==> config.mk <==
export PLATFORM = sky130hd
export DESIGN_NAME = bcmbs_top
export DESIGN_NICKNAME = d
export VERILOG_FILES = /design/src/design/bcmbs_pkg.sv /design/src/design/bcmbs_fmt_check.sv /design/src/design/bcmbs_top.sv
export SDC_FILE = /design/constraint.sdc
export NUM_CORES = 1
export LEC_CHECK = 0
export ABC_AREA = 1
export BUFFER_PORTS_ARGS = -buffer_cell sky130_fd_sc_hd__clkbuf_2
export CORE_MARGIN = 10
export CORE_UTILIZATION = 55
export CTS_BUF_LIST = sky130_fd_sc_hd__clkbuf_16
export CTS_CLUSTER_DIAMETER = 60
export DETAILED_ROUTE_END_ITERATION = 6
export PLACE_DENSITY = 0.86
export SLEW_MARGIN = 20
export SYNTH_ARGS = -nofsm -noshare
export SYNTH_HDL_FRONTEND = slang
export SYNTH_SLANG_ARGS = --single-unit
==> constraint.sdc <==
create_clock -name sys_clk -period 6.8 [get_ports sys_clk]
set_input_delay 0 -clock sys_clk [delete_from_list [all_inputs] [get_ports sys_clk]]
set_output_delay 0 -clock sys_clk [all_outputs]
set_load 0.01 [all_outputs]
==> src/design/bcmbs_pkg.sv <==
// Purpose: Shared constants and types for the message status word writer
// Assumes: 16-bit shared RAM words, one clock
// Notes:   Error bits 11-0 are owned by other logic and pass through
package bcmbs_pkg;
  localparam int DONE_BIT    = 15;
  localparam int BEGUN_BIT   = 14;
  localparam int BUS_BIT     = 13;
  localparam int CODE_BIT    = 12;
  localparam int LOW_ERR_W   = 12;
  localparam int CTL_MC_BIT  = 2;
  localparam int CTL_RR_BIT  = 1;
  localparam int CTL_BC_BIT  = 0;
  localparam logic [4:0] BCAST_ADDR = 5'h1f;
  localparam logic [4:0] SUBADDR_MC0 = 5'h00;
  localparam logic [4:0] SUBADDR_MC1 = 5'h1f;
  localparam logic [4:0] MC_DYN_BUS = 5'h00;
  localparam logic [4:0] MC_TX_STAT = 5'h02;
  localparam logic [4:0] MC_DATA_MIN = 5'h10;
  localparam logic [15:0] WORD_ZERO = 16'h0000;
  // Status and time tag word offsets within the message block
  localparam logic [15:0] OFS_STATUS = 16'h0000;
  localparam logic [15:0] OFS_TAG_LO = 16'h0001;
  localparam logic [15:0] OFS_TAG_HI = 16'h0002;

  typedef struct packed {
    logic [4:0] rt;
    logic       tx;
    logic [4:0] sa;
    logic [4:0] wc;
  } bcmbs_cmd_t;

  typedef struct packed {
    logic        we;
    logic [15:0] addr;
    logic [15:0] data;
  } bcmbs_ram_req_t;

  typedef enum logic [2:0] {
    S_IDLE, S_BEG_STAT, S_BEG_TAG, S_END_STAT, S_END_TAG
  } bcmbs_state_t;
endpackage : bcmbs_pkg

==> src/design/bcmbs_fmt_check.sv <==
// Purpose: Message block coding check of control flags against commands
// Assumes: Command fields decoded per serial bus command layout
// Notes:   Purely combinational; result sampled by the writer
`timescale 1ns/1ps
module bcmbs_fmt_check (
  input  wire logic                 chk_en,
  input  wire logic [2:0]           ctl_flags,
  input  wire bcmbs_pkg::bcmbs_cmd_t cmd1,
  input  wire bcmbs_pkg::bcmbs_cmd_t cmd2,
  output logic                      code_err
);
  logic is_mc;
  logic is_bc;
  logic mc_data;
  logic fmt_bad;
  logic hard_bad;
  logic rr;

  always_comb begin
    is_mc = (cmd1.sa == bcmbs_pkg::SUBADDR_MC0) ||
            (cmd1.sa == bcmbs_pkg::SUBADDR_MC1);
    is_bc = (cmd1.rt == bcmbs_pkg::BCAST_ADDR);
    rr    = ctl_flags[bcmbs_pkg::CTL_RR_BIT];
    mc_data = is_mc && (cmd1.wc >= bcmbs_pkg::MC_DATA_MIN);
    fmt_bad = (ctl_flags[bcmbs_pkg::CTL_MC_BIT] != is_mc) ||
              (ctl_flags[bcmbs_pkg::CTL_BC_BIT] != is_bc);
    hard_bad = 1'b0;
    if (is_bc && !rr && cmd1.tx && !is_mc)
      hard_bad = 1'b1;
    if (is_bc && mc_data && cmd1.tx)
      hard_bad = 1'b1;
    if (is_bc && is_mc && ((cmd1.wc == bcmbs_pkg::MC_DYN_BUS) ||
        (cmd1.wc == bcmbs_pkg::MC_TX_STAT)))
      hard_bad = 1'b1;
    if (rr && (cmd1.tx || !cmd2.tx))
      hard_bad = 1'b1;
    if (rr && (cmd1.wc != cmd2.wc))
      hard_bad = 1'b1;
    code_err = hard_bad || (chk_en && fmt_bad);
  end
endmodule // bcmbs_fmt_check

==> src/design/bcmbs_top.sv <==
// Purpose: Writes the per-message block status word and low time tag words to RAM
// Assumes: Sequencer pulses msg_start / msg_end; RAM accepts on ram_ack
// Notes:   Host may overwrite the word in RAM; we never read it back
`timescale 1ns/1ps
module bcmbs_top #(
  parameter int TAG_W = 32
) (
  input  wire logic                       sys_clk,
  input  wire logic                       arst_n,
  input  wire logic                       msg_start,
  input  wire logic                       msg_end,
  input  wire logic                       bus_b_sel,
  input  wire logic                       format_check_enable,
  input  wire logic [2:0]                 ctl_flags,
  input  wire bcmbs_pkg::bcmbs_cmd_t      cmd1,
  input  wire bcmbs_pkg::bcmbs_cmd_t      cmd2,
  input  wire logic [15:0]                blk_base,
  input  wire logic [bcmbs_pkg::LOW_ERR_W-1:0] low_err,
  input  wire logic [TAG_W-1:0]           time_tag,
  input  wire logic                       ram_ack,
  output bcmbs_pkg::bcmbs_ram_req_t       ram_req_r,
  output logic                            ram_valid_r,
  output logic                            busy_r
);
  logic                 rst_s1_r;
  logic                 rst_n_r;
  bcmbs_pkg::bcmbs_state_t st_r;
  bcmbs_pkg::bcmbs_state_t st_nxt;
  logic                 message_done_flag_r;
  logic                 message_begun_flag_r;
  logic                 bus_used_flag_r;
  logic                 block_coding_error_flag_r;
  logic [TAG_W-1:0]     tag_r;
  logic [15:0]          base_r;
  logic                 code_err;
  logic                 pend_end_r;
  logic [15:0]          status_word;
  logic                 accept;
  logic                 busy_nxt;

  // Two-stage reset release; async assert only
  // Every other register resets from the synchronised copy
  always_ff @(posedge sys_clk or negedge arst_n) begin
    if (!arst_n) begin
      rst_s1_r <= 1'b0;
      rst_n_r  <= 1'b0;
    end else begin
      rst_s1_r <= 1'b1;
      rst_n_r  <= rst_s1_r;
    end
  end

  bcmbs_fmt_check u_chk (
    .chk_en    (format_check_enable),
    .ctl_flags (ctl_flags),
    .cmd1      (cmd1),
    .cmd2      (cmd2),
    .code_err  (code_err)
  );

  assign accept = ram_valid_r && ram_ack;

  always_comb begin
    status_word = {message_done_flag_r, message_begun_flag_r,
                   bus_used_flag_r, block_coding_error_flag_r, low_err};
  end

  // End remembered if it arrives while the start writes are in flight
  always_ff @(posedge sys_clk or negedge rst_n_r) begin
    if (!rst_n_r)
      pend_end_r <= 1'b0;
    else if (msg_end && st_r != bcmbs_pkg::S_IDLE)
      pend_end_r <= 1'b1;
    else if (st_r == bcmbs_pkg::S_IDLE)
      pend_end_r <= 1'b0;
  end

  // A queued end keeps busy high through the idle cycle between the
  // start pair and the end pair; a start pulsed there wins and the queued
  // end is dropped; otherwise busy falls only once both pairs are stored
  always_comb begin
    busy_nxt = (st_nxt != bcmbs_pkg::S_IDLE) || pend_end_r ||
               (msg_end && (st_r != bcmbs_pkg::S_IDLE));
  end

  // Flags; bus and coding error hold from start to the end write
  always_ff @(posedge sys_clk or negedge rst_n_r) begin
    if (!rst_n_r) begin
      message_done_flag_r       <= 1'b0;
      message_begun_flag_r      <= 1'b0;
      bus_used_flag_r           <= 1'b0;
      block_coding_error_flag_r <= 1'b0;
      base_r                    <= bcmbs_pkg::WORD_ZERO;
    end else if (st_r == bcmbs_pkg::S_IDLE && msg_start) begin
      message_done_flag_r       <= 1'b0;
      message_begun_flag_r      <= 1'b1;
      bus_used_flag_r           <= bus_b_sel;
      block_coding_error_flag_r <= code_err;
      base_r                    <= blk_base;
    end else if (st_r == bcmbs_pkg::S_IDLE &&
                 (msg_end || pend_end_r)) begin
      message_done_flag_r       <= 1'b1;
      message_begun_flag_r      <= 1'b0;
    end
  end

  // Time tag snapshot at each flag change
  always_ff @(posedge sys_clk or negedge rst_n_r) begin
    if (!rst_n_r)
      tag_r <= '0;
    else if (st_r == bcmbs_pkg::S_IDLE && (msg_start || msg_end ||
             pend_end_r))
      tag_r <= time_tag;
  end

  // Start and end each write the status word, then the low tag word
  always_comb begin
    st_nxt = st_r;
    case (st_r)
      bcmbs_pkg::S_IDLE: begin
        if (msg_start)
          st_nxt = bcmbs_pkg::S_BEG_STAT;
        else if (msg_end || pend_end_r)
          st_nxt = bcmbs_pkg::S_END_STAT;
      end
      bcmbs_pkg::S_BEG_STAT: begin
        if (accept)
          st_nxt = bcmbs_pkg::S_BEG_TAG;
      end
      bcmbs_pkg::S_BEG_TAG: begin
        if (accept)
          st_nxt = bcmbs_pkg::S_IDLE;
      end
      bcmbs_pkg::S_END_STAT: begin
        if (accept)
          st_nxt = bcmbs_pkg::S_END_TAG;
      end
      bcmbs_pkg::S_END_TAG: begin
        if (accept)
          st_nxt = bcmbs_pkg::S_IDLE;
      end
      default: st_nxt = bcmbs_pkg::S_IDLE;
    endcase
  end

  // State register
  always_ff @(posedge sys_clk or negedge rst_n_r) begin
    if (!rst_n_r)
      st_r <= bcmbs_pkg::S_IDLE;
    else
      st_r <= st_nxt;
  end

  // RAM write port; one word per state, held until acknowledged
  // One port for both words, so a pair is never interleaved
  always_ff @(posedge sys_clk or negedge rst_n_r) begin
    if (!rst_n_r) begin
      ram_req_r   <= '0;
      ram_valid_r <= 1'b0;
      busy_r      <= 1'b0;
    end else begin
      busy_r <= busy_nxt;
      if (!ram_valid_r || accept) begin
        ram_valid_r <= 1'b0;
        ram_req_r.we <= 1'b0;
        case (st_nxt)
          bcmbs_pkg::S_BEG_STAT,
          bcmbs_pkg::S_END_STAT: begin
            if (st_nxt != st_r) begin
              ram_valid_r    <= 1'b1;
              ram_req_r.we   <= 1'b1;
              ram_req_r.addr <= blk_sel(st_nxt) + bcmbs_pkg::OFS_STATUS;
              ram_req_r.data <= next_word(st_nxt);
            end
          end
          bcmbs_pkg::S_BEG_TAG,
          bcmbs_pkg::S_END_TAG: begin
            if (st_nxt != st_r) begin
              ram_valid_r    <= 1'b1;
              ram_req_r.we   <= 1'b1;
              // Only the low tag word is stored; upper bits are dropped
              ram_req_r.addr <= base_r + bcmbs_pkg::OFS_TAG_LO;
              ram_req_r.data <= tag_r[15:0];
            end
          end
          default: ;
        endcase
      end
    end
  end

  // Status words are formed from the values about to be latched
  function automatic logic [15:0] next_word(
    input bcmbs_pkg::bcmbs_state_t s);
    logic [15:0] w;
    w = status_word;
    if (s == bcmbs_pkg::S_BEG_STAT) begin
      w[bcmbs_pkg::DONE_BIT]  = 1'b0;
      w[bcmbs_pkg::BEGUN_BIT] = 1'b1;
      w[bcmbs_pkg::BUS_BIT]   = bus_b_sel;
      w[bcmbs_pkg::CODE_BIT]  = code_err;
    end else begin
      w[bcmbs_pkg::DONE_BIT]  = 1'b1;
      w[bcmbs_pkg::BEGUN_BIT] = 1'b0;
    end
    return w;
  endfunction

  function automatic logic [15:0] blk_sel(
    input bcmbs_pkg::bcmbs_state_t s);
    logic [15:0] b;
    b = (s == bcmbs_pkg::S_BEG_STAT) ? blk_base : base_r;
    return b;
  endfunction
endmodule // bcmbs_top

# [Yosys cells after proc, flatten, opt, wreduce, memory -nomap -nowiden]
# Index checks and enable logic that the tools add are counted.
[op_classes] n_addsub=1 mul=0 div=0 order_cmp=1 n_eq_ne=17 n_shift=0 muxes=21 bitwise=0 n_reduce_logical=42
[op_table] op="2-to-1 mux 33 bit" count=2
[op_table] op="case mux 33 bit (2 select lines)" count=1
[op_table] op="adder 16 x 1 -> 16 bit (second input constant)" count=1
[op_table] op="2-to-1 mux 16 bit" count=1
[op_table] op="logical AND 1 bit" count=15
[op_table] op="2-to-1 mux 3 bit" count=5
[op_table] op="== test 3 x 2 -> 1 bit (second input constant)" count=4
[op_table] op="case mux 3 bit (4 select lines)" count=1
[op_table] op="logical OR 1 bit" count=11
[op_table] op="== test 5 bit (second input constant)" count=2
[op_table] op="logical NOT 5 bit" count=2
[op_table] op="2-to-1 mux 1 bit" count=9
[op_table] op="== test 3 x 1 -> 1 bit (second input constant)" count=2
[op_table] op="== test 3 bit (second input constant)" count=2
[op_table] op="nonzero test 3 bit" count=2
[op_table] op="OR reduction 2 bit" count=3
[op_table] op="== test 5 x 2 -> 1 bit (second input constant)" count=1
[op_table] op="greater-or-equal comparator 5 bit (second input constant)" count=1
[op_table] op="inequality test 5 bit" count=1
[op_table] op="logical NOT 1 bit" count=4
[op_table] op="2-to-1 mux 2 bit" count=2
[op_table] op="inequality test 2 bit (second input constant)" count=2
[op_table] op="AND reduction 4 bit" count=1
[op_table] op="nonzero test 2 bit" count=2
[op_table] op="other kinds (4)" count=5
[word_totals] register_bits=75 latchBits=0 ram_bits=0 mem_bits_ro=0 inputBits=102 out_inout_bits=35 elab_cells=95 n_memories=0

# [Longest topological paths before layout]
# Gate-level depths: netlist of the first run.
[depth] depth_word=13 ltp_mapped=14

# [Modules after synthesis]
# Synthesis of the first run repeated with hierarchy kept, for this count alone.
[unflattened] hier_cells=624 hier_area_um2=4307.9
[by_module_without_submodules] mod="bcmbs_top" instances=1 cells_per_inst=561 area_each_um2=4053.9
[by_module_without_submodules] mod="bcmbs_fmt_check" instances=1 cells_per_inst=63 area_each_um2=254.0

# [Worst setup path before layout of the first run]
# Ideal clock, no wire load.
[synth_timing] path_kind="reg2reg" start="register st_r[1]" end="register ram_req_r[14] (netlist bit)" t_arrival_ps=1600 required_time_ps=6681 setup_slack_ps=5082 stages_incl_launch_ff=13 n_path_buf=1 period_less_slack_ps=1718 cell_sequence="dfrtp_1 > inv_2 > nand2_2 > nor2_8 > nand2_4 > a21oi_2 > nor2_2 > nand2_4 > nand3_4 > inv_2 > buf_4 > nand3_1 > o21a_1"
[synth_between] elab_chain_len=7
[synth_lines] element="from (decl)" line="bcmbs_top.sv:27" rtl="bcmbs_pkg::bcmbs_state_t st_r;"
[synth_lines] element="from (signal assigned)" line="bcmbs_top.sv:149" rtl="st_r <= bcmbs_pkg::S_IDLE;"
[synth_lines] element="from (signal assigned)" line="bcmbs_top.sv:151" rtl="st_r <= st_nxt;"
[synth_lines] element="== test 3 bit, or another cell as far along" line="bcmbs_top.sv:119" rtl="case (st_r)"
[synth_lines] element="OR reduction 2 bit (no source line) or 2-to-1 mux 3 bit (tied branches)"
[synth_lines] element="case mux 3 bit (4 select lines)" line="bcmbs_top.sv:119"
[synth_lines] element="== test 3 x 1 -> 1 bit, or another cell as far along" line="bcmbs_top.sv:166, bcmbs_top.sv:197"
[synth_lines] element="OR reduction 2 bit or 2-to-1 mux 2 bit (tied branches)" line="bcmbs_top.sv:166, bcmbs_top.sv:197"
[synth_lines] element="inequality test 2 bit (no source line), or another cell as far along"
[synth_lines] element="AND reduction 4 bit (no source line) or case mux 33 bit (2 select lines) (tied branches)"
[synth_lines] element="to (decl)" line="bcmbs_top.sv:21" rtl="output bcmbs_pkg::bcmbs_ram_req_t ram_req_r,"
# Several ways; a longest one is shown, not always the timed one. The select of a mux whose other input is x is not followed.
# A chain may end at the register's enable or synchronous reset.

# [Worst setup path in the final report of the first run]
[layout_timing] start="register st_r[1]" end="register ram_req_r[6] (netlist bit)"
[layout_between] elab_chain_len=7
[layout_lines] element="== test 3 bit, or another cell as far along" line="bcmbs_top.sv:119"
[layout_lines] element="OR reduction 2 bit (no source line) or 2-to-1 mux 3 bit (tied branches)"
[layout_lines] element="case mux 3 bit (4 select lines)" line="bcmbs_top.sv:119"
[layout_lines] element="== test 3 x 1 -> 1 bit, or another cell as far along" line="bcmbs_top.sv:166" rtl="case (st_nxt)"
[layout_lines] element="OR reduction 2 bit" line="bcmbs_top.sv:166"
[layout_lines] element="inequality test 2 bit (no source line) or nonzero test 2 bit (tied branches)"
[layout_lines] element="AND reduction 4 bit (no source line)"
# Several ways; a longest one is shown, not always the timed one.

==> results of run 1 <==
==> where the power goes <==
group,switching [µW],leakage [µW],internal [µW]
Clock,195,0.000154,323
Sequential,154,0.000912,667
Combinational,1080,0.00181,553
Total,1430,0.00288,1540
==> state kept, by name (all words and copies together), names as in the netlist <==
register                   count
ram_req_r                     33
pend_end_r                     1
rst_n_r                        1
ram_valid_r                    1
st_r                           3
busy_r                         1
rst_s1_r                       1
tag_r                         16
bus_used_flag_r                1
base_r                        16
block_coding_error_flag_r      1
==> logic make-up after synthesis <==
group	share of synthesized area (%)
and+or+nand+nor	32.1
other	0.0891
xor gates and xnor gates	2.71
AOI/OAI and AO/OA	7.73
muxes	3.75
buffers and inverters	8.77
DFF	44.6
adders and majority gates	0.297
==> cells in the final DEF (no fill, tap or decap), types with 8 or more instances in the layout <==
cell | netlist | routed
a21oi_1 | 8 | 8
clkbuf_16 | 0 | 9
clkbuf_2 | 0 | 110
dfrtp_1 | 75 | 74
dlygate4sd3_1 | 0 | 37
inv_1 | 50 | 50
mux2_2 | 14 | 14
nand2_1 | 164 | 164
nand3_1 | 89 | 89
nor2_1 | 28 | 28
o21a_1 | 13 | 13
o21ai_0 | 15 | 15
o21ai_1 | 15 | 15
xor2_1 | 10 | 10
==> final cells by class <==
| class | instances | area (µm²) |
|---|---|---|
| Tap cell | 99 | 124 |
| Fill cell | 527 | 1900 |
| Clock buffer | 9 | 225 |
| Multi-Input combinational cell | 388 | 1960 |
| Inverter | 56 | 210 |
| Sequential cell | 75 | 1880 |
| Clock inverter | 7 | 97.6 |
| Timing Repair Buffer | 149 | 936 |
==> worst min-delay path, stage by stage <==
cell      delay [ns]
clkbuf_2        0.08
nand3_1         0.07
nand3_1         0.08
o21a_1          0.10
==> layer usage <==
layer	vias up	track usage, %	wire, µm
li1	2026	-	-
met1	2023	24.8	4670
met2	234	36.8	6370
met3	45	5.45	1060
met4	0	11.7	481
met5	-	0	0
==> Yosys cell counts <==
cell type  number
nor2_8          1
clkbuf_1        5
nor2_1         28
nand3_1        89
o21ai_1        15
buf_2          10
nand3_4         1
a21oi_1         8
nand2_1       164
conb_1          1
xor2_1         10
buf_4           6
o21a_1         13
nor2_4          2
inv_1          50
mux2_2         14
nand2_4         2
nor2_2          1
nand4_1         6
a21oi_2         2
inv_2           6
nor3_1          4
buf_6           4
nand2_2         5
a21boi_2        1
dfrtp_1        75
o21ai_0        15
or2_0           1
ha_1            1
o21ai_2         1
xnor2_1         3
==> metrics by stage <==
stage               worst slack [ns]  instances  hold WS [ns]  util [%]  area (µm²)
floorplan                       4.56        544        -0.296         -        4210
global placement                3.64        730        -0.215      64.7        4740
finish                          3.47        783        0.0189      74.1        5430
global route                    3.23        783        0.0351      74.1        5430
CTS                             3.50        783       0.00937      74.1        5430
detailed placement              3.53        730        -0.209      64.7        4740
==> worst max-delay path by stage <==
stage               slack, ns        from       endpoint  depth (start not counted)
floorplan                4.56     rst_n_r      base_r[0]                          0
global placement         3.64  pend_end_r   ram_req_r[6]                         10
detailed placement       3.53  pend_end_r   ram_req_r[6]                         10
CTS                      3.50     st_r[1]   ram_req_r[6]                         11
global route             3.23     st_r[1]  ram_req_r[14]                         11
finish                   3.47     st_r[1]   ram_req_r[6]                         11
==> what timing repair did <==
item                                   in CTS  in global routing
endpoints found under the hold margin      37                  0
hold buffers                               37                  0
setup endpoints to repair                   0                  0
setup buffers                               0                  0
==> impl_results.md, run 1 <==
* Ys Warns at 0
* Cell Pwr Density at 547 nW/µm²
* Worst clock skew at 0.00965 ns
* Minimum clock period at 3.33 ns
* CP peak stage delay at 0.63 ns
* Core Region at 7330 µm²
* Io pins at 137
* Post-synthesis cell count at 544
* RSZ-0062 raised after global routing: no
* Worst hold stages at 4
* Reg2reg end: ram_req_r[6]
* Crit path buffers/inverters at 2
* Clock root buffer: clkbuf_16
* HPWL after DPL at 7980 µm
* Worst slew pin tran at 0.914 ns
* Max Slew Vio Count at 0
* Antenna Nets Post-Route at 0
* Global-route wire length before repair at 20800 µm
* Unique masters post-synth at 31
* Netlist Area Pre-Place at 4210 µm²
* Leakage at 0.00288 µW
* Diode count at 0
* Synth top area share at 44.6%
* Worst Path Required at 7.03 ns
* Seq cells post-synth at 75
* Final setup viols at 0
* Die X at 107 µm
* Avg Cell Area, Syn at 7.74 µm²
* Clk sinks at 75
* Clock Latency Late Sink at 0.34 ns
* IO buf count at 110
* Antenna violations before repair at 0
* First drt pass iteration count at 5
* Die area at 11600 µm²
* WL final at 12600 µm
* Crit-path cells: inv_2, nand2_2, nor2_8, nand2_4, a21oi_2, nor2_2, nand2_4, nand3_4, inv_2, nand3_1, o21a_1
* Vias per cell at 5.53
* CTS buffer count at 9
* Area grow syn2layout at 29.1%
* R2r setup slk at 3.47 ns
* GPL Wtd Cong at 0.878
* Total Power at 2970 µW
* Vias at 4328
* All-Layer GR Usage at 21.8%
* Final Cycle Share at 49.0%
* Final Hold Fails at 0
* Overflow after GRT at 0
* Sequential fraction of the synthesis area at 44.6%
* Critical-path top delay cell: inv_2
* R2R cell count at 11
* Post-CTS sizing at 0
* Post-Syn Nets at 647
* Nets at 782
* Starting Density at 57.4%
* Fraction of final layout cells sized beyond drive strength 1 at 24.0%
* DRC viols at 0
* Worst slew margin relative to its limit at 39.1%
* Hold_sp: low_err[2]
* Setup TNS at 0 ns
* FP Rows at 31
* Wire per inst at 16.1 µm
* Dominant cell type by area after synthesis: dfrtp_1
* H-tree levels at 3
* Die height at 107 µm
* CP Class: flip-flop to flip-flop
* Peak supply drop at 0.271 mV
* DRT iter0 DRCs at 348
* Run status: finished clean
* Critical path's top delay family: simple AND/OR/NAND/NOR gates
* Max Clk Rate at 300 MHz
* Vias in the first global route at 4359
* Hold EP: ram_req_r[2]
* Worst flop-to-flop path startpoint: st_r[1]
* CTS tree: built
* Largest net degree at the start of global routing at 74
* Synth area leaders: dfrtp_1 (45%), nand2_1 (15%), nand3_1 (11%)
* Hold crit path type: input pin to flip-flop
* Max FO, Critical Path at 42
* Critical path data arrival time at 3.56 ns
* Clock Path Buffers at 2
* Worst-path clk slew at 0.07 ns
* CP Launch Type: flip-flop
* Endpoint type of the worst setup path: flip-flop
* Max-cap viol count at 0
No activity file was read; power rests on OpenSTA's default activity.
==> run 2: changes to the inputs <==
--- a/config.mk
+++ b/config.mk
@@ -8,11 +8,11 @@
 export ABC_AREA = 1
 export BUFFER_PORTS_ARGS = -buffer_cell sky130_fd_sc_hd__clkbuf_2
 export CORE_MARGIN = 10
-export CORE_UTILIZATION = 55
+export CORE_UTILIZATION = 46
 export CTS_BUF_LIST = sky130_fd_sc_hd__clkbuf_16
 export CTS_CLUSTER_DIAMETER = 60
 export DETAILED_ROUTE_END_ITERATION = 6
-export PLACE_DENSITY = 0.86
+export PLACE_DENSITY = 0.76
 export SLEW_MARGIN = 20
 export SYNTH_ARGS = -nofsm -noshare
 export SYNTH_HDL_FRONTEND = slang
==> constraint.sdc (replaced) <==
create_clock -name sys_clk -period 2.9 [get_ports sys_clk]
set_input_delay 0 -clock sys_clk [delete_from_list [all_inputs] [get_ports sys_clk]]
set_output_delay 0 -clock sys_clk [all_outputs]
set_load 0.01 [all_outputs]
==> run 2 against run 1 <==
Against the previous run: fmax rose by 33%; utilization fell by 12 points; sequential share of layout area fell by 0.18 points; global-route usage fell by 3.7 points; final area rose by 0.53%; critical path depth rose by 1; flip-flop and latch count did not move; setup slack got worse by 3.1 ns; power rose by 130%; critical path type unchanged.
==> impl_results.md, run 2 (synthesis gave the netlist of run 1 again) <==
* Endpoint type of the worst setup path: flip-flop
* Largest net degree at the start of global routing at 29
* Max-cap viol count at 0
* Area of the multi-input gates at 1970 µm²
* Worst clock skew at 0.00831 ns
* Die height at 116 µm
* Clk sinks at 75
* FP Rows at 34
* Worst-path clk slew at 0.06 ns
* Clock root buffer: clkbuf_16
* Diode count at 0
* Vias per cell at 5.17
* Register area at 1880 µm²
* Die X at 116 µm
* RSZ-0062 raised after global routing: no
* Io pins at 137
* Minimum clock period at 2.51 ns
* Clock Path Buffers at 2
* Vias at 4138
* Hold_sp: format_check_enable
* Most frequent cells in the layout: nand2_1 (163), clkbuf_2 (110), nand3_1 (89), dfrtp_1 (74), inv_1 (50)
* Global-route wire length before repair at 19600 µm
* Worst hold stages at 5
* Max Clk Rate at 398 MHz
* Run status: finished clean
* Most flop-heavy register: ram_req_r
* First drt pass iteration count at 5
* Worst flop-to-flop path startpoint: st_r[1]
* Max FO, Critical Path at 22
* Wire per inst at 15.1 µm
* CP Class: flip-flop to flip-flop
* IO buf count at 110
* Setup TNS at 0 ns
* Worst slew pin tran at 0.772 ns
* Largest register FFs at 33
* CTS buffer count at 9
* DRT iter0 DRCs at 273
* CTS tree: built
* All-Layer GR Usage at 18.1%
* Cell Pwr Density at 1250 nW/µm²
* Core Region at 8810 µm²
* Worst Path Required at 3.17 ns
* Reg2reg end: ram_req_r[26]
* Antenna violations before repair at 0
* CP Launch Type: flip-flop
* Peak supply drop at 0.540 mV
* Largest registers: ram_req_r x33, base_r x16, tag_r x16
* Clock Latency Late Sink at 0.34 ns
* Nets at 791
* GPL Wtd Cong at 0.870
* Leading cell type in the layout, fill and taps excluded: nand2_1
* Final Hold Fails at 0
* Fin Hold WS at 0.00873 ns
* WL final at 12100 µm
* Overflow after GRT at 0
* Post CTS Setup Buffer Count at 0
* R2r setup slk at 0.39 ns
* Critical path data arrival time at 2.78 ns
* Leakage at 0.00289 µW
* HPWL after DPL at 8660 µm
* Final Cycle Share at 86.6%
* Fill count at 773
* Starting Density at 47.8%
* Vias in the first global route at 4046
* Antenna Nets Post-Route at 0
* H-tree levels at 3
* Worst slew margin relative to its limit at 48.1%
* DRC viols at 0
* Area grow syn2layout at 29.8%
* Final setup viols at 0
* Hold EP: block_coding_error_flag_r
* Fraction of final layout cells sized beyond drive strength 1 at 25.1%
* Die area at 13400 µm²
* R2R cell count at 12
* Max Slew Vio Count at 0
* Total Power at 6840 µW
* Hold crit path type: input pin to flip-flop
[run 2: per-stage QoR]
step | utilization, % | std cells | worst slack (ns) | cell area [µm²]
final | 62.0 | 801 | 0.390 | 5460
after floorplan | - | 544 | 0.657 | 4210
after global routing | 62.0 | 801 | 0.158 | 5460
after global placement | 54.7 | 748 | 0.288 | 4820
after detailed placement | 54.7 | 748 | 0.246 | 4820
after CTS | 62.0 | 801 | 0.222 | 5460
[run 2: power breakdown]
part | switching, µW | internal (µW) | total, µW
clock | 449 | 574 | 1020
combinational | 2470 | 1430 | 3890
sequential | 359 | 1570 | 1920
total | 3280 | 3570 | 6840
[run 2: critical path: stages, from the launching register on]
cell and delay [ns]:
dfrtp_1 0.44, inv_2 0.11, nand2_2 0.10, nor2_8 0.25, nand2_2 0.15, nand2_2 0.14, nor2_4 0.05, nor2_4 0.47
nand2_2 0.30, or2_0 0.27, nand2_1 0.07, nand2_1 0.05, nand2_1 0.05
[run 2: worst max path at each step]
stage	start	end	depth (start not counted)
floorplan	rst_n_r	base_r[0]	0
global placement	st_r[1]	ram_req_r[26]	12
detailed placement	st_r[1]	ram_req_r[26]	12
CTS	st_r[1]	ram_req_r[26]	12
global route	st_r[1]	ram_req_r[26]	12
finish	st_r[1]	ram_req_r[26]	12
[run 2: cell type report]
class	count	share of cell area [%]
well taps	108	2.47
repair buffers	158	18.4
clock inverters	7	0.825
clock buffers	9	4.12
multi-input cells	388	36.0
inverters	56	3.85
flip-flops and latches	75	34.4
[run 2: metal layers]
layer | vias up | share of wire (%) | GRT usage, %
li1 | 2038 | - | -
met1 | 1927 | 43 | 22.3
met2 | 158 | 49 | 30.9
met3 | 15 | 6.4 | 3.46
met4 | 0 | 1.8 | 6.67
met5 | - | 0 | 0
[run 2: repair_timing]
action | 4_1_cts | 5_1_grt
hold endpoints to repair | 37 | 0
endpoints found under the setup margin | 0 | 1
gates resized for setup | 0 | 1
hold buffers | 37 | 0
